**src/logic/uart_sc_params.svh**
```systemverilog
// constants for the serial status and control block: offsets, fields, resets, timing
// assumes nothing; included by the top design file and the bench
`ifndef UART_SC_PARAMS_SVH
`define UART_SC_PARAMS_SVH

`define SC_ADDR_W          4
`define SC_OFF_STATUS      4'h0
`define SC_OFF_TXDATA      4'h1
`define SC_OFF_RXDATA      4'h2
`define SC_OFF_DIVISOR     4'h3
`define SC_OFF_MODE        4'h4

`define SC_BIT_TXISEL1     15
`define SC_BIT_TXINV       14
`define SC_BIT_TXISEL0     13
`define SC_BIT_TXBRK       11
`define SC_BIT_TXEN        10
`define SC_BIT_TXBF        9
`define SC_BIT_TX_SHIFT_EMPTY_FLAG        8
`define SC_BIT_RXISEL1     7
`define SC_BIT_RXISEL0     6
`define SC_BIT_ADDRESS_DETECT_ENABLE       5
`define SC_BIT_RECEIVER_IDLE_FLAG       4
`define SC_BIT_PARITY_ERROR_FLAG        3
`define SC_BIT_FRAMING_ERROR_FLAG        2
`define SC_BIT_RX_OVERRUN_FLAG        1
`define SC_BIT_RXDA        0
`define SC_BIT_INFRARED_ENCODE_ENABLE        0

`define SC_STATUS_RESET    16'h0110
`define SC_DIV_RESET       16'h006B
`define SC_TXFIFO_DEPTH    4
`define SC_RXFIFO_DEPTH    4
`define SC_RX_THRESH       3'h4
`define SC_BREAK_ZEROS     4'hC
`define SC_DATA_BITS       4'h8
`define SC_IR_PULSE_DIV    2

`endif

```
**src/logic/uart_sc_pkg.sv**
```systemverilog
// types of the serial status and control block
// assumes the params header is on the include path
package uart_sc_pkg;
    typedef enum logic [1:0] {
        TXI_EACH_MOVE,
        TXI_ALL_DONE,
        TXI_BUF_EMPTY,
        TXI_RESERVED
    } tx_irq_mode_e;

    typedef enum logic [1:0] {
        RXI_EACH_CHAR,
        RXI_EACH_CHAR_ALT,
        RXI_THREE_QUARTER,
        RXI_FULL
    } rx_irq_mode_e;

    typedef enum logic [2:0] {
        TX_IDLE,
        TX_START,
        TX_DATA,
        TX_STOP
    } tx_state_e;

    typedef enum logic [1:0] {
        RX_IDLE,
        RX_START,
        RX_DATA,
        RX_STOP
    } rx_state_e;
endpackage : uart_sc_pkg

```
**src/logic/uart_status_control.sv**
```systemverilog
// serial port status and control: transmitter, receiver, status register
// assumes a plain register port; the pin mux outside takes tx_drive high to mean port owns pin
`timescale 1ns/1ps
`default_nettype none
`include "uart_sc_params.svh"
module uart_status_control (
    input  wire logic        ref_clk,
    input  wire logic        rst_b,
    input  wire logic [3:0]  reg_addr,
    input  wire logic [15:0] reg_wdata,
    input  wire logic        reg_wr,
    input  wire logic        reg_rd,
    output logic      [15:0] reg_rdata,
    input  wire logic        serial_rx_pin,
    output logic             serial_tx_pin,
    output logic             tx_drive,
    output logic             tx_irq,
    output logic             rx_irq
);
    // ---------------- registers ----------------
    logic [1:0]  tx_irq_mode_q;
    logic        tx_polarity_invert_q;
    logic        send_break_request_q;
    logic        tx_enable_bit_q;
    logic [1:0]  rx_irq_mode_q;
    logic        address_detect_enable_q;
    logic        rx_overrun_flag_q;
    logic        parity_error_flag_q;
    logic        framing_error_flag_q;
    logic        infrared_encode_enable_q;
    logic [15:0] divisor_q;
    logic [15:0] reg_rdata_q;

    wire wr_status = reg_wr && (reg_addr == `SC_OFF_STATUS);
    wire wr_txdata = reg_wr && (reg_addr == `SC_OFF_TXDATA);
    wire wr_div    = reg_wr && (reg_addr == `SC_OFF_DIVISOR);
    wire wr_mode   = reg_wr && (reg_addr == `SC_OFF_MODE);
    wire rd_rxdata = reg_rd && (reg_addr == `SC_OFF_RXDATA);

    // ---------------- transmit path ----------------
    uart_sc_pkg::tx_state_e tx_state_q;
    logic [3:0]  tx_bits_q;
    logic [7:0]  tx_shift_q;
    logic        tx_is_break_q;
    logic        tx_line_q;
    logic [2:0]  tx_count;
    logic [8:0]  tx_head;
    logic        tx_tick;
    wire         tx_flush = !tx_enable_bit_q;
    wire         tx_busy  = (tx_state_q != uart_sc_pkg::TX_IDLE);
    wire         tx_load  = tx_enable_bit_q && !tx_busy && (tx_count != 3'h0);
    wire         tx_fin   = tx_tick && (tx_state_q == uart_sc_pkg::TX_STOP);
    wire         tx_full  = (tx_count == 3'(`SC_TXFIFO_DEPTH));
    wire         tx_empty_all = !tx_busy && (tx_count == 3'h0);

    sc_char_fifo #(.DEPTH(`SC_TXFIFO_DEPTH), .WIDTH(9)) tx_fifo (
        .ref_clk   (ref_clk),
        .rst_b     (rst_b),
        .flush     (tx_flush),
        .push      (wr_txdata && tx_enable_bit_q),
        .push_data ({send_break_request_q, reg_wdata[7:0]}),
        .pop       (tx_load),
        .head_data (tx_head),
        .count     (tx_count)
    );

    sc_bit_timer tx_timer (
        .ref_clk (ref_clk),
        .rst_b   (rst_b),
        .run     (tx_busy),
        .divisor (divisor_q),
        .preload (divisor_q),
        .tick    (tx_tick)
    );

    always_ff @(posedge ref_clk or negedge rst_b) begin
        if (!rst_b) begin
            tx_state_q    <= uart_sc_pkg::TX_IDLE;
            tx_bits_q     <= 4'h0;
            tx_shift_q    <= 8'h00;
            tx_is_break_q <= 1'b0;
            tx_line_q     <= 1'b1;
        end else if (tx_flush) begin
            tx_state_q <= uart_sc_pkg::TX_IDLE;
            tx_line_q  <= 1'b1;
        end else begin
            case (tx_state_q)
                uart_sc_pkg::TX_IDLE: begin
                    tx_line_q <= 1'b1;
                    if (tx_load) begin
                        tx_state_q    <= uart_sc_pkg::TX_START;
                        tx_shift_q    <= tx_head[8] ? 8'h00 : tx_head[7:0];
                        tx_is_break_q <= tx_head[8];
                        tx_line_q     <= 1'b0;
                    end
                end
                uart_sc_pkg::TX_START: begin
                    if (tx_tick) begin
                        tx_state_q <= uart_sc_pkg::TX_DATA;
                        tx_bits_q  <= tx_is_break_q ? `SC_BREAK_ZEROS : `SC_DATA_BITS;
                        tx_line_q  <= tx_is_break_q ? 1'b0 : tx_shift_q[0];
                    end
                end
                uart_sc_pkg::TX_DATA: begin
                    if (tx_tick) begin
                        tx_shift_q <= {1'b0, tx_shift_q[7:1]};
                        tx_bits_q  <= tx_bits_q - 4'h1;
                        tx_line_q  <= (tx_bits_q == 4'h1) ? 1'b1 : tx_shift_q[1];
                        if (tx_bits_q == 4'h1) begin
                            tx_state_q <= uart_sc_pkg::TX_STOP;
                        end
                    end
                end
                uart_sc_pkg::TX_STOP: begin
                    if (tx_tick) begin
                        tx_state_q <= uart_sc_pkg::TX_IDLE;
                    end
                end
                default: tx_state_q <= uart_sc_pkg::TX_IDLE;
            endcase
        end
    end

    // infrared coding: short high pulse in the first part of each zero bit
    logic [15:0] ir_cnt_q;
    always_ff @(posedge ref_clk or negedge rst_b) begin
        if (!rst_b) begin
            ir_cnt_q <= 16'h0000;
        end else begin
            ir_cnt_q <= tx_tick || !tx_busy ? 16'h0000 : ir_cnt_q + 16'h0001;
        end
    end
    wire ir_pulse = tx_busy && !tx_line_q
                    && (ir_cnt_q < (divisor_q >> `SC_IR_PULSE_DIV));
    wire pin_plain = tx_line_q ^ tx_polarity_invert_q;
    wire pin_ir    = ir_pulse ^ tx_polarity_invert_q;
    wire pin_next  = infrared_encode_enable_q ? pin_ir : pin_plain;

    // ---------------- receive path ----------------
    uart_sc_pkg::rx_state_e rx_state_q;
    logic [3:0]  rx_bits_q;
    logic [7:0]  rx_shift_q;
    logic [2:0]  rx_count;
    logic [8:0]  rx_head;
    logic        rx_tick;
    logic        rx_push_q;
    wire         rx_busy  = (rx_state_q != uart_sc_pkg::RX_IDLE);
    wire         rx_done  = rx_tick && (rx_state_q == uart_sc_pkg::RX_STOP);
    wire         rx_full  = (rx_count == 3'(`SC_RXFIFO_DEPTH));
    wire         rx_store = rx_done && !rx_full && !rx_overrun_flag_q;

    sc_char_fifo #(.DEPTH(`SC_RXFIFO_DEPTH), .WIDTH(9)) rx_fifo (
        .ref_clk   (ref_clk),
        .rst_b     (rst_b),
        .flush     (1'b0),
        .push      (rx_store),
        .push_data ({!serial_rx_pin, rx_shift_q}),
        .pop       (rd_rxdata),
        .head_data (rx_head),
        .count     (rx_count)
    );

    sc_bit_timer rx_timer (
        .ref_clk (ref_clk),
        .rst_b   (rst_b),
        .run     (rx_busy),
        .divisor (divisor_q),
        .preload ({1'b0, divisor_q[15:1]}),
        .tick    (rx_tick)
    );

    always_ff @(posedge ref_clk or negedge rst_b) begin
        if (!rst_b) begin
            rx_state_q <= uart_sc_pkg::RX_IDLE;
            rx_bits_q  <= 4'h0;
            rx_shift_q <= 8'h00;
        end else begin
            case (rx_state_q)
                uart_sc_pkg::RX_IDLE: begin
                    if (!serial_rx_pin) begin
                        rx_state_q <= uart_sc_pkg::RX_START;
                    end
                end
                uart_sc_pkg::RX_START: begin
                    if (rx_tick) begin
                        rx_state_q <= serial_rx_pin ? uart_sc_pkg::RX_IDLE : uart_sc_pkg::RX_DATA;
                        rx_bits_q  <= `SC_DATA_BITS;
                    end
                end
                uart_sc_pkg::RX_DATA: begin
                    if (rx_tick) begin
                        rx_shift_q <= {serial_rx_pin, rx_shift_q[7:1]};
                        rx_bits_q  <= rx_bits_q - 4'h1;
                        if (rx_bits_q == 4'h1) begin
                            rx_state_q <= uart_sc_pkg::RX_STOP;
                        end
                    end
                end
                uart_sc_pkg::RX_STOP: begin
                    if (rx_tick) begin
                        rx_state_q <= uart_sc_pkg::RX_IDLE;
                    end
                end
                default: rx_state_q <= uart_sc_pkg::RX_IDLE;
            endcase
        end
    end

    // ---------------- interrupts ----------------
    wire tx_i_each  = tx_load;
    wire tx_i_empty = tx_load && (tx_count == 3'h1);
    wire tx_i_done  = tx_fin && (tx_count == 3'h0);
    wire rx_i_each  = rx_store;
    wire rx_i_34    = rx_store && (rx_count == 3'h2);
    wire rx_i_full  = rx_store && (rx_count == (`SC_RX_THRESH - 3'h1));
    wire tx_irq_d   = (tx_irq_mode_q == uart_sc_pkg::TXI_EACH_MOVE) ? tx_i_each :
                      (tx_irq_mode_q == uart_sc_pkg::TXI_BUF_EMPTY) ? tx_i_empty :
                      (tx_irq_mode_q == uart_sc_pkg::TXI_ALL_DONE)  ? tx_i_done : 1'b0;
    wire rx_irq_d   = (rx_irq_mode_q == uart_sc_pkg::RXI_FULL)          ? rx_i_full :
                      (rx_irq_mode_q == uart_sc_pkg::RXI_THREE_QUARTER) ? rx_i_34 : rx_i_each;

    // ---------------- register writes ----------------
    always_ff @(posedge ref_clk or negedge rst_b) begin
        if (!rst_b) begin
            tx_irq_mode_q            <= 2'h0;
            tx_polarity_invert_q     <= 1'b0;
            send_break_request_q     <= 1'b0;
            tx_enable_bit_q          <= 1'b0;
            rx_irq_mode_q            <= 2'h0;
            address_detect_enable_q  <= 1'b0;
            rx_overrun_flag_q        <= 1'b0;
            parity_error_flag_q      <= 1'b0;
            framing_error_flag_q     <= 1'b0;
            infrared_encode_enable_q <= 1'b0;
            divisor_q                <= `SC_DIV_RESET;
        end else begin
            if (wr_status) begin
                tx_irq_mode_q           <= {reg_wdata[`SC_BIT_TXISEL1], reg_wdata[`SC_BIT_TXISEL0]};
                tx_polarity_invert_q    <= reg_wdata[`SC_BIT_TXINV];
                tx_enable_bit_q         <= reg_wdata[`SC_BIT_TXEN];
                rx_irq_mode_q           <= reg_wdata[`SC_BIT_RXISEL1:`SC_BIT_RXISEL0];
                address_detect_enable_q <= reg_wdata[`SC_BIT_ADDRESS_DETECT_ENABLE];
            end
            // break request: set by software, cleared when its frame ends or when transmit is disabled; set wins
            if (wr_status && reg_wdata[`SC_BIT_TXBRK]) begin
                send_break_request_q <= 1'b1;
            end else if ((tx_fin && tx_is_break_q) || tx_flush) begin
                send_break_request_q <= 1'b0;
            end
            // overrun: set on a lost character, cleared only by writing zero; set wins
            if (rx_done && rx_full) begin
                rx_overrun_flag_q <= 1'b1;
            end else if (wr_status && !reg_wdata[`SC_BIT_RX_OVERRUN_FLAG]) begin
                rx_overrun_flag_q <= 1'b0;
            end
            if (rx_done) begin
                framing_error_flag_q <= !serial_rx_pin;
                parity_error_flag_q  <= 1'b0;
            end
            if (wr_mode) begin
                infrared_encode_enable_q <= reg_wdata[`SC_BIT_INFRARED_ENCODE_ENABLE];
            end
            if (wr_div) begin
                divisor_q <= reg_wdata;
            end
        end
    end

    // ---------------- readback ----------------
    wire [15:0] status_word = {tx_irq_mode_q[1], tx_polarity_invert_q, tx_irq_mode_q[0], 1'b0,
                               send_break_request_q, tx_enable_bit_q, tx_full, tx_empty_all,
                               rx_irq_mode_q, address_detect_enable_q, !rx_busy,
                               parity_error_flag_q, framing_error_flag_q, rx_overrun_flag_q,
                               (rx_count != 3'h0)};
    wire [15:0] rd_mux = (reg_addr == `SC_OFF_STATUS)  ? status_word :
                         (reg_addr == `SC_OFF_RXDATA)  ? {8'h00, rx_head[7:0]} :
                         (reg_addr == `SC_OFF_DIVISOR) ? divisor_q :
                         (reg_addr == `SC_OFF_MODE)    ? {15'h0000, infrared_encode_enable_q} :
                         16'h0000;

    always_ff @(posedge ref_clk or negedge rst_b) begin
        if (!rst_b) begin
            reg_rdata_q   <= 16'h0000;
            serial_tx_pin <= 1'b1;
            tx_drive      <= 1'b0;
            tx_irq        <= 1'b0;
            rx_irq        <= 1'b0;
            rx_push_q     <= 1'b0;
        end else begin
            reg_rdata_q   <= reg_rd ? rd_mux : 16'h0000;
            serial_tx_pin <= pin_next;
            tx_drive      <= tx_enable_bit_q;
            tx_irq        <= tx_irq_d;
            rx_irq        <= rx_irq_d;
            rx_push_q     <= rx_store;
        end
    end
    assign reg_rdata = reg_rdata_q;

    // ---------------- checks ----------------
    shift_empty_flag_a: assert property (@(posedge ref_clk) disable iff (!rst_b)
        (wr_txdata && tx_enable_bit_q && !tx_full) |=> !status_word[`SC_BIT_TX_SHIFT_EMPTY_FLAG])
        else $error("shift empty flag set with a character queued");
    full_flag_a: assert property (@(posedge ref_clk) disable iff (!rst_b)
        (wr_txdata && tx_enable_bit_q && !tx_load && !status_word[`SC_BIT_TXBF])
            |=> tx_count == $past(tx_count) + 3'h1)
        else $error("character refused while buffer not full");
    tx_abort_a: assert property (@(posedge ref_clk) disable iff (!rst_b)
        $fell(tx_enable_bit_q) |=> (tx_count == 3'h0 && !tx_busy && !tx_drive))
        else $error("transmit disable did not abort");
    tx_drive_a: assert property (@(posedge ref_clk) disable iff (!rst_b)
        tx_enable_bit_q |=> tx_drive)
        else $error("pin not driven while enabled");
    idle_level_a: assert property (@(posedge ref_clk) disable iff (!rst_b)
        (!infrared_encode_enable_q && !tx_busy) |=> serial_tx_pin == !$past(tx_polarity_invert_q))
        else $error("plain idle level wrong");
    ir_idle_a: assert property (@(posedge ref_clk) disable iff (!rst_b)
        (infrared_encode_enable_q && !tx_busy) |=> serial_tx_pin == $past(tx_polarity_invert_q))
        else $error("infrared idle level wrong");
    break_clear_a: assert property (@(posedge ref_clk) disable iff (!rst_b)
        (tx_fin && tx_is_break_q && !wr_status) |=> !send_break_request_q)
        else $error("break request not cleared");
    break_len_a: assert property (@(posedge ref_clk) disable iff (!rst_b)
        (tx_state_q == uart_sc_pkg::TX_START && tx_tick && tx_is_break_q) |=> tx_bits_q == 4'hC)
        else $error("break length wrong");
    rx_full_irq_a: assert property (@(posedge ref_clk) disable iff (!rst_b)
        (rx_irq_mode_q == uart_sc_pkg::RXI_FULL && rx_irq) |-> $past(rx_store) && rx_count == 3'h4)
        else $error("full receive interrupt at wrong fill");
    rx_each_irq_a: assert property (@(posedge ref_clk) disable iff (!rst_b)
        (rx_irq_mode_q == uart_sc_pkg::RXI_EACH_CHAR && rx_store) |=> rx_irq && rx_push_q)
        else $error("missing per-character interrupt");
    tx_irq_each_a: assert property (@(posedge ref_clk) disable iff (!rst_b)
        (tx_irq_mode_q == uart_sc_pkg::TXI_EACH_MOVE && tx_load) |=> tx_irq)
        else $error("missing transmit move interrupt");
endmodule : uart_status_control
`default_nettype wire

```
**src/logic/sc_char_fifo.sv**
```systemverilog
// small character fifo with flush, used for transmit and receive buffering
// assumes one clock, async active-low reset
`timescale 1ns/1ps
`default_nettype none
module sc_char_fifo #(
    parameter int DEPTH = 4,
    parameter int WIDTH = 9
) (
    input  wire logic             ref_clk,
    input  wire logic             rst_b,
    input  wire logic             flush,
    input  wire logic             push,
    input  wire logic [WIDTH-1:0] push_data,
    input  wire logic             pop,
    output logic      [WIDTH-1:0] head_data,
    output logic      [2:0]       count
);
    logic [WIDTH-1:0] mem_q [DEPTH];
    logic [1:0]       wr_q;
    logic [1:0]       rd_q;
    logic [2:0]       cnt_q;
    wire              do_push = push && (cnt_q != 3'(DEPTH));
    wire              do_pop  = pop && (cnt_q != 3'h0);

    assign head_data = mem_q[rd_q];
    assign count     = cnt_q;

    always_ff @(posedge ref_clk) begin
        if (do_push) begin
            mem_q[wr_q] <= push_data;
        end
    end

    always_ff @(posedge ref_clk or negedge rst_b) begin
        if (!rst_b) begin
            wr_q  <= 2'h0;
            rd_q  <= 2'h0;
            cnt_q <= 3'h0;
        end else if (flush) begin
            wr_q  <= 2'h0;
            rd_q  <= 2'h0;
            cnt_q <= 3'h0;
        end else begin
            wr_q  <= do_push ? wr_q + 2'h1 : wr_q;
            rd_q  <= do_pop ? rd_q + 2'h1 : rd_q;
            cnt_q <= cnt_q + 3'(do_push) - 3'(do_pop);
        end
    end
endmodule : sc_char_fifo
`default_nettype wire

```
**src/logic/sc_bit_timer.sv**
```systemverilog
// baud tick generator: one-cycle tick every divisor+1 cycles while running
// assumes divisor is stable during a frame
`timescale 1ns/1ps
`default_nettype none
module sc_bit_timer (
    input  wire logic        ref_clk,
    input  wire logic        rst_b,
    input  wire logic        run,
    input  wire logic [15:0] divisor,
    input  wire logic [15:0] preload,
    output logic             tick
);
    logic [15:0] cnt_q;

    assign tick = run && (cnt_q == 16'h0000);

    always_ff @(posedge ref_clk or negedge rst_b) begin
        if (!rst_b) begin
            cnt_q <= 16'h0000;
        end else if (!run) begin
            cnt_q <= preload;
        end else begin
            cnt_q <= (cnt_q == 16'h0000) ? divisor : cnt_q - 16'h0001;
        end
    end
endmodule : sc_bit_timer
`default_nettype wire

```
**config.mk**
```make
export PLATFORM = sky130hd
export DESIGN_NAME = uart_status_control
export DESIGN_NICKNAME = d
export VERILOG_FILES = /design/src/logic/uart_sc_pkg.sv /design/src/logic/uart_status_control.sv /design/src/logic/sc_char_fifo.sv /design/src/logic/sc_bit_timer.sv
export VERILOG_INCLUDE_DIRS = /design/src /design/src/logic
export SDC_FILE = /design/constraint.sdc
export NUM_CORES = 1
export LEC_CHECK = 0
export ABC_CLOCK_PERIOD_IN_PS = 4200
export BUFFER_PORTS_ARGS = -buffer_cell sky130_fd_sc_hd__buf_2
export CORE_UTILIZATION = 60
export CTS_CLUSTER_SIZE = 14
export DETAILED_ROUTE_END_ITERATION = 10
export HOLD_SLACK_MARGIN = 0.12
export PLACE_DENSITY = 0.75
export SYNTH_ARGS = -nofsm -noshare
export SYNTH_HDL_FRONTEND = slang
export SYNTH_HIERARCHICAL = 1
export SYNTH_SLANG_ARGS = --single-unit
```
**constraint.sdc**
```tcl
create_clock -name ref_clk -period 4.2 [get_ports ref_clk]
set_input_delay 0.84 -clock ref_clk [delete_from_list [all_inputs] [get_ports ref_clk]]
set_output_delay 0.84 -clock ref_clk [all_outputs]
set_load 0.03 [all_outputs]
```
==> flow_summary.ini, run 1 <==
[die]
die-width_um = 133
die_y_um = 133
ios = 45
num_rows = 47
dieArea_sq_um = 17800
start_util_pct = 62.0
coreArea_sq_um = 16700

[detailed_routing]
drt-initial-drc-count = 598
drcViolationCount = 0
ant_nets = 0
dr_total_vias = 7169
dr.pass1.iters = 5
post_drt_wl_per_cell_um = 20.3
routed_via_density = 6.22
drt-total-wl_mm = 23.3

[timing]
hold_viol = 0
tightest_slew_ns = 0.935
fin_crit_sh_pct = 92.6
report.final.setup_viol = 0
period_needed_ns = 3.89
worst_clock_skew_ns = 0.0102
finalSetupTns_ns = 0
max-slew-margin-rel_pct = 37.5
drv_slew = 0
rsz0062_at_grt = no
fmax_mhz = 257

[global_route]
antenna_found_initial = 2
globalRouteOverflowTotal = 0
use_met3_pct = 3.88
grt-busiest-layer = met2
grt_max_degree = 89
grt_pass1_vias = 7255
use_met1_pct = 36.6
gr-usage-met2_pct = 45.0
grt_pass1_wl_mm = 37.7
grt_use_total_pct = 27.1

[clock_tree]
cts.path.max_buffers = 3
cts-buffers-inserted = 22
cts_tree = built
clock_sink_count = 207
clkLatencyLatePin_ns = 0.50
h-tree-depth = 1
clkTransAtPathRegs_ns = 0.06
root_buffer = clkbuf_16

[placement]
post-dp-hpwl_mm = 15.7
dpl_cell_area_sq_um = 10700
port_buffers = 44
gp_congestion = 0.860

[setup_path]
crit_path_frequent_cell = inv_1
worst-path-stages = 16
path_delay_family = simple AND/OR/NAND/NOR gates
slowest_delay_ns = 0.56
path_cells = inv_1, ha_1, or3b_2, nor4_2, and2_1, nand3_1, a211oi_2, a21boi_4, inv_1, ha_1, inv_1, ha_1, inv_1, fa_1, xnor2_1, nor2_1
reg2reg_depth = 16
cpMaxStageDelayCell = or3b_2
crit_path_max_fanout = 8
worstSetupPathType = reg2reg
worstPathArrival_ns = 4.27
end_kind = flop
worstPathRequired_ns = 4.58
cp-start-kind = flop
crit_buf_inv = 4

[pwr]
combPwrFrac_pct = 17.2
leakage_nw = 4.71
swShare_pct = 28.3
power_density_nw_per_um2 = 491
p_int_mw = 4.05
p_clk_share_pct = 37.0
ir_worst_vdd_v = 0.000344
p_switching_mw = 1.60
seq_power_share_pct = 45.8

[outcome]
outcome = finished, final reports clean

[hold_path]
min_path_type = in2async

[synthesis]
syn-cell-area_sq_um = 10300
synth_warnings = 6
syn_avg_cell_area_sq_um = 11.7
post_synth_inst_count = 882

[layout]
fin_area_sq_um = 11500
drive_above_1_share_pct = 19.9
fin_nets = 980
area_delta_synth_final_pct = 11.2

[job]
max_cap_viol_count = 0
[per-stage QoR]
step / hold slack [ns] / instances / utilization, % / total power, mW / worst slack [ns]
finish: 0.379 / 1152 / 68.9 / 5.65 / 0.312
global route: 0.471 / 1152 / 68.9 / 5.87 / 0.123
CTS: 0.437 / 1150 / 68.8 / 5.66 / 0.224
detailed placement: 0.485 / 1110 / 64.1 / 3.56 / 0.264
global placement: 0.465 / 1110 / 64.1 / 3.49 / 0.427
floorplan: 0.428 / 883 / - / 3.25 / 0.412
[registers in the layout, indices dropped and copies added, names as in the netlist, 3 cells and up, named ones only]
| signal | count |
|---|---|
| divisor_q | 16 |
| ir_cnt_q | 16 |
| reg_rdata | 16 |
| rx_bits_q | 4 |
| rx_fifo/count | 3 |
| rx_fifo/mem_q | 32 |
| rx_shift_q | 8 |
| rx_timer/cnt_q | 16 |
| tx_bits_q | 4 |
| tx_fifo/count | 3 |
| tx_fifo/mem_q | 36 |
| tx_shift_q | 8 |
| tx_timer/cnt_q | 16 |
[cells in the final DEF, fill, tap and decap left out, types with 16 or more instances in the layout]
cell and n:
o21ai_0 49, nor3_1 24, mux2_2 41, inv_1 59, a22oi_1 19, edfxtp_1 68
nand2_1 37, buf_2 43, clkbuf_16 23, nor2_1 73, ha_1 38, nand3_1 22
dfrtp_1 132, mux4_2 16
[path summary, 6_finish.rpt]
kind                                      end  slack, ns         startpoint
setup reg to reg             rx_fifo/count[2]       0.31  rx_timer/cnt_q[0]
hold / removal             tx_timer/cnt_q[13]       0.38              rst_b
min in group ref_clk            tx_shift_q[7]       0.49      tx_shift_q[7]
max in group asynchronous        divisor_q[3]       3.03              rst_b
hold reg to reg                 tx_shift_q[7]       0.49      tx_shift_q[7]
setup / recovery             rx_fifo/count[2]       0.31  rx_timer/cnt_q[0]
[power groups by stage]
stage               Clock (mW)  Combinational (mW)  Sequential [mW]
floorplan                    0               0.752             2.50
global placement             0               0.903             2.59
detailed placement           0               0.955             2.61
CTS                       2.12               0.965             2.57
global route              2.19                1.08             2.61
finish                    2.09               0.973             2.59
[metal layers]
metal / wire length (um) / share of wire, %
met5: 0 / 0
met4: 760 / 3.3
met3: 1410 / 6.0
met2: 11300 / 48
met1: 9900 / 42
[timing repair]
item,CTS,global route
hold endpoints to repair,0,0
setup buffers,0,1
endpoints found under the setup margin,0,1
hold buffers,0,0
gates resized for setup,0,1
[cell type report]
type	instances	area (sq um)
tap	220	275
inverter	59	221
multi-input combinational	575	4410
fill	1165	5190
timing repair buffer	50	284
antenna	1	2.50
clock buffer	28	594
clock inverter	12	190
sequential	207	5530
(Power assumes the default switching activity.)
==> run 2, diff against run 1 <==
- GPL_TIMING_DRIVEN: unset -> 0
==> run 2 against run 1 <==
  * Sequential share of layout area shrank 0.97 points
  * Global-route usage is essentially flat
  * Final cell count grew 3.6%
  * Wire length shrank 0.45%
  * Hold slack lost 0.050 ns
  * Clock skew shrank 0.0018 ns
  * Sequential cell count is the same
  * Largest power group unchanged
  * Combinational power grew 2.3%
  * Die area is the same
  * Clock power grew 4%
  * Sequential power is essentially flat
  * Clock-buffer cell count is the same
==> flow_summary.ini, run 2 (synthesized netlist as in run 1, its figures left out) <==
[die]
die-width_um = 133
dieArea_sq_um = 17800
start_util_pct = 62.0
die_y_um = 133
ios = 45
coreArea_sq_um = 16700
num_rows = 47

[timing]
period_needed_ns = 3.91
finalSetupTns_ns = 0
fmax_mhz = 256
report.final.setup_viol = 0
setup_ws_ns = 0.293
drv_slew = 0
tightest_slew_ns = 0.751
max-slew-margin-rel_pct = 49.5
fin_crit_sh_pct = 93.0
hold_viol = 0
rsz0062_at_grt = no
worst_clock_skew_ns = 0.00841

[clock_tree]
clkTransAtPathRegs_ns = 0.06
h-tree-depth = 1
clock_sink_count = 207
hold_buffers = 0
cts.path.max_buffers = 3
root_buffer = clkbuf_16
clkLatencyLatePin_ns = 0.51
cts_tree = built
cts-buffers-inserted = 22

[global_route]
grt_use_total_pct = 27.1
globalRouteOverflowTotal = 0
grt_max_degree = 74
grt_pass1_wl_mm = 37.3
antenna_found_initial = 2
grt_pass1_vias = 6899

[placement]
dpl_worst_slack_ns = -0.268
gp_congestion = 0.843
port_buffers = 44
dp_cells = 1148
post-dp-hpwl_mm = 15.5

[detailed_routing]
drt-total-wl_mm = 23.2
routed_via_density = 6.08
drcViolationCount = 0
ant_nets = 0
post_drt_wl_per_cell_um = 19.5
dr.pass1.iters = 5
drt-initial-drc-count = 492
dr_total_vias = 7258

[setup_path]
end_kind = flop
worstSetupPathType = reg2reg
worstPathRequired_ns = 4.60
cp-startpoint = rx_timer/cnt_q[0]
cp-start-kind = flop
worstPathArrival_ns = 4.31
r2r_start = rx_timer/cnt_q[0]
crit_path_max_fanout = 8

[layout]
fin_nets = 1020
regArea_sq_um = 5530
area_delta_synth_final_pct = 13.5
reg_top3 = tx_fifo/mem_q x36, rx_fifo/mem_q x32
largest-register = tx_fifo/mem_q
multi_input_area_sq_um = 4420
fillCellCount = 1190
most-common-layout-cells = dfrtp_1 (132), nor2_1 (73), edfxtp_1 (68)
drive_above_1_share_pct = 20.4
final_cells = 1193
mostFrequentLayoutCell = dfrtp_1
largest_reg_flops = 36

[pwr]
ir_worst_vdd_v = 0.000401
finalPower_mw = 5.75
leakage_nw = 4.82
power_density_nw_per_um2 = 489

[outcome]
outcome = finished, final reports clean

[job]
max_cap_viol_count = 0

[hold_path]
min_path_type = in2async
run 2: cell types whose count changed in the layout (fill, tap and decap cells not counted), sizes merged:
cell	previous run	this run
buf	50	62
bufinv	5	6
clkbuf	28	56
clkinv	6	5
diode	1	2
run 2: layout make-up:
| cell class | count | share of cell area, % |
|---|---|---|
| clock inverters | 12 | 1.80 |
| multi-input cells | 575 | 37.6 |
| inverters | 59 | 1.89 |
| clock buffers | 28 | 5.15 |
| plain buffers | 41 | 1.66 |
| flip-flops and latches | 207 | 47.1 |
| repair buffers | 49 | 2.42 |
| diodes | 2 | 0.0426 |
| well taps | 220 | 2.34 |
run 2: worst max-delay path, stage by stage, from the launching register on:
cell and delay (ns):
dfrtp_1 0.40, inv_1 0.12, ha_1 0.20, or3b_2 0.59, nor4_4 0.36, and2_1 0.22, nand3_1 0.19, a211oi_2 0.29
a21boi_4 0.27, inv_1 0.07, ha_1 0.26, inv_1 0.06, ha_1 0.14, inv_1 0.05, fa_1 0.37, xnor2_1 0.16
nor2_1 0.05
run 2: timing repair:
| action | in CTS | in global routing |
|---|---|---|
| resized for setup | 1 | 3 |
| setup buffers | 1 | 3 |
| endpoints found under the setup margin | 2 | 2 |
| pin swaps | 1 | 0 |
run 2: per-stage QoR:
stage	util, %	hold WS [ns]	instance area [sq um]
global route	70.3	0.367	11700
detailed placement	65.2	0.482	10900
CTS	70.1	0.340	11700
global placement	65.0	0.464	10800
floorplan	-	0.428	10400
finish	70.3	0.329	11700
run 2: final timing paths:
path,to,slack [ns],cells past startpoint
worst max-delay path,rx_fifo/count[2],0.29,16
min in group ref_clk,tx_shift_q[7],0.49,2
worst max register to register,rx_fifo/count[2],0.29,16
worst min register to register,tx_shift_q[7],0.49,2
max in group asynchronous,divisor_q[1],3.06,2
worst min-delay path,tx_timer/cnt_q[12],0.33,1
run 2: power by group:
part / switching, mW / internal (mW) / leakage (nW) / total (mW)
Clock: 0.792 / 1.38 / 0.398 / 2.18
Combinational: 0.519 / 0.477 / 2.05 / 0.995
Sequential: 0.290 / 2.28 / 2.37 / 2.57
run 2: per-layer routing:
layer  vias up  global-route usage, %  share of wire (%)
met1      3602                   39.1                 44
met4         0                   9.66                3.0
met5         -                      0                  0
li1       3367                      -                  -
met2       245                   41.6                 46
met3        44                   4.53                6.5
==> run 3, diff against run 2 <==
- CELL_PAD_IN_SITES_DETAIL_PLACEMENT: unset -> 1
- CELL_PAD_IN_SITES_GLOBAL_PLACEMENT: unset -> 1
- CORE_UTILIZATION: 60 -> 51
- PLACE_DENSITY: 0.75 -> 0.77
==> run 3 against run 2 <==
  * Clock-buffer cell count grew 5
  * Critical path depth is the same
  * Sequential power is essentially flat
  * Critical path type unchanged
  * Global-route usage grew 1.4 points
  * Die area grew 17%
  * Largest power group unchanged
  * Sequential share of layout area grew 0.071 points
  * Utilization shrank 11 points
  * Clock skew grew 0.0088 ns
  * Via count grew 2.5%
  * Clock power shrank 6%
  * Wire length grew 21%
==> flow_summary.ini, run 3 (synthesized netlist as in run 1, its figures left out) <==
[clock_tree]
clkTransAtPathRegs_ns = 0.06
clock_sink_count = 207
clkLatencyLatePin_ns = 0.52
cts.path.max_buffers = 3
cts_tree = built
cts-buffers-inserted = 23
h-tree-depth = 1
hold_buffers = 0
root_buffer = clkbuf_16

[detailed_routing]
post_drt_wl_per_cell_um = 22.8
dr_total_vias = 7440
ant_nets = 0
dr.pass1.iters = 5
routed_via_density = 6.02
drt-initial-drc-count = 344
drt-total-wl_mm = 28.2
drcViolationCount = 0

[job]
max_cap_viol_count = 0

[setup_path]
path_cells = inv_1, ha_1, or3b_4, nor4_4, and2_1, nand3_1, a211oi_2, a21boi_4, inv_1, ha_1, inv_1, ha_1, inv_1, fa_1, xnor2_1, nor2_1
end_kind = flop
worstPathRequired_ns = 4.60
reg2reg_depth = 16
r2r_start = rx_timer/cnt_q[0]
slowest_delay_ns = 0.48
cpMaxStageDelayCell = or3b_4
worstPathArrival_ns = 4.33
worstReg2RegEnd = rx_fifo/count[2]
cp-start-kind = flop
crit_path_max_fanout = 8
worstSetupPathType = reg2reg
crit_path_frequent_cell = inv_1
rrSetupSlack_ns = 0.27

[timing]
report.final.setup_viol = 0
period_needed_ns = 3.93
tightest_slew_ns = 0.904
max-slew-margin-rel_pct = 39.2
finalHoldWorstSlack_ns = 0.306
setup_ws_ns = 0.270
rsz0062_at_grt = no
worst_clock_skew_ns = 0.0172
drv_slew = 0
fin_crit_sh_pct = 93.6
hold_viol = 0
finalSetupTns_ns = 0
fmax_mhz = 254

[placement]
port_buffers = 44
post-dp-hpwl_mm = 19.7
dp_cells = 1193
dpl_worst_slack_ns = -0.531
gp_congestion = 0.834

[die]
dieArea_sq_um = 20900
num_rows = 51
start_util_pct = 52.7
die_y_um = 144
ios = 45
die-width_um = 144
coreArea_sq_um = 19700

[global_route]
globalRouteOverflowTotal = 0
grt_pass1_vias = 7967
antenna_found_initial = 0
grt_use_total_pct = 28.5
grt_max_degree = 76
grt_pass1_wl_mm = 44.7

[outcome]
outcome = finished, final reports clean

[layout]
reg_top3 = tx_fifo/mem_q x36, rx_fifo/mem_q x32
final_util_pct = 59.7
largest_reg_flops = 36
fin_nets = 1018
fillCellCount = 2105
drive_above_1_share_pct = 20.1
mostFrequentLayoutCell = dfrtp_1
antennaDiodeCount = 0
final_cells = 1235
largest-register = tx_fifo/mem_q
area_delta_synth_final_pct = 13.3
most-common-layout-cells = dfrtp_1 (132), nor2_1 (73), edfxtp_1 (68)

[pwr]
ir_worst_vdd_v = 0.000375
leakage_nw = 4.78
power_density_nw_per_um2 = 486

[hold_path]
min_path_type = in2async
==> run 3: worst max path at each step <==
stage	end	start	slack [ns]	depth (start not counted)
floorplan	rx_fifo/count[2]	rx_timer/cnt_q[0]	0.41	17
global placement	rx_fifo/count[2]	rx_timer/cnt_q[0]	-0.26	17
detailed placement	rx_fifo/count[2]	rx_timer/cnt_q[0]	-0.53	17
CTS	rx_fifo/count[2]	rx_timer/cnt_q[0]	0.08	16
global route	rx_fifo/count[2]	rx_timer/cnt_q[0]	0.009	16
finish	rx_fifo/count[2]	rx_timer/cnt_q[0]	0.27	16
==> run 3: layout make-up <==
cell class	count	area (sq um)	share of cell area [%]
clock buffer	33	633	5.40
tap	265	332	2.83
timing repair buffer	47	269	2.29
multi-input combinational	575	4420	37.7
inverter	59	221	1.89
buffer	40	191	1.63
sequential	207	5530	47.2
clock inverter	9	130	1.11
==> run 3: repair_timing <==
| item | 4_1_cts | 5_1_grt |
|---|---|---|
| gates cloned | 0 | 0 |
| gates resized for setup | 3 | 1 |
| endpoints found under the hold margin | 0 | 0 |
| endpoints found under the setup margin | 35 | 2 |
| pin swaps | 1 | 0 |
| buffers inserted | 1 | 1 |
==> run 3: stage by stage <==
step                power, mW  instance area [sq um]
floorplan                3.25                  10400
CTS                      5.71                  11700
global route             5.93                  11700
finish                   5.70                  11700
detailed placement       3.64                  10900
global placement         3.54                  10900
==> run 3: power by group <==
part | switching, mW | internal, mW | leakage, nW
Combinational | 0.576 | 0.483 | 2.04
Sequential | 0.310 | 2.28 | 2.37
Clock | 0.816 | 1.24 | 0.370
==> run 3: routing by layer <==
metal  up-vias  track usage (%)  wire, um
li1       3361                -         -
met1      3851             37.4     12100
met2       186             48.8     14200
met3        42             3.38      1080
met4         0             9.70       829
met5         -                0         0
==> run 3: critical path: cells and delay by family, from the launching register on <==
family	cells	cell delay (ns)
flip-flops	1	0.40
XOR/XNOR	1	0.18
AO/OA/AOI/OAI	2	0.62
adder cells (fa/ha/maj)	4	0.98
buffers and inverters	4	0.29
AND/OR/NAND/NOR	5	1.34
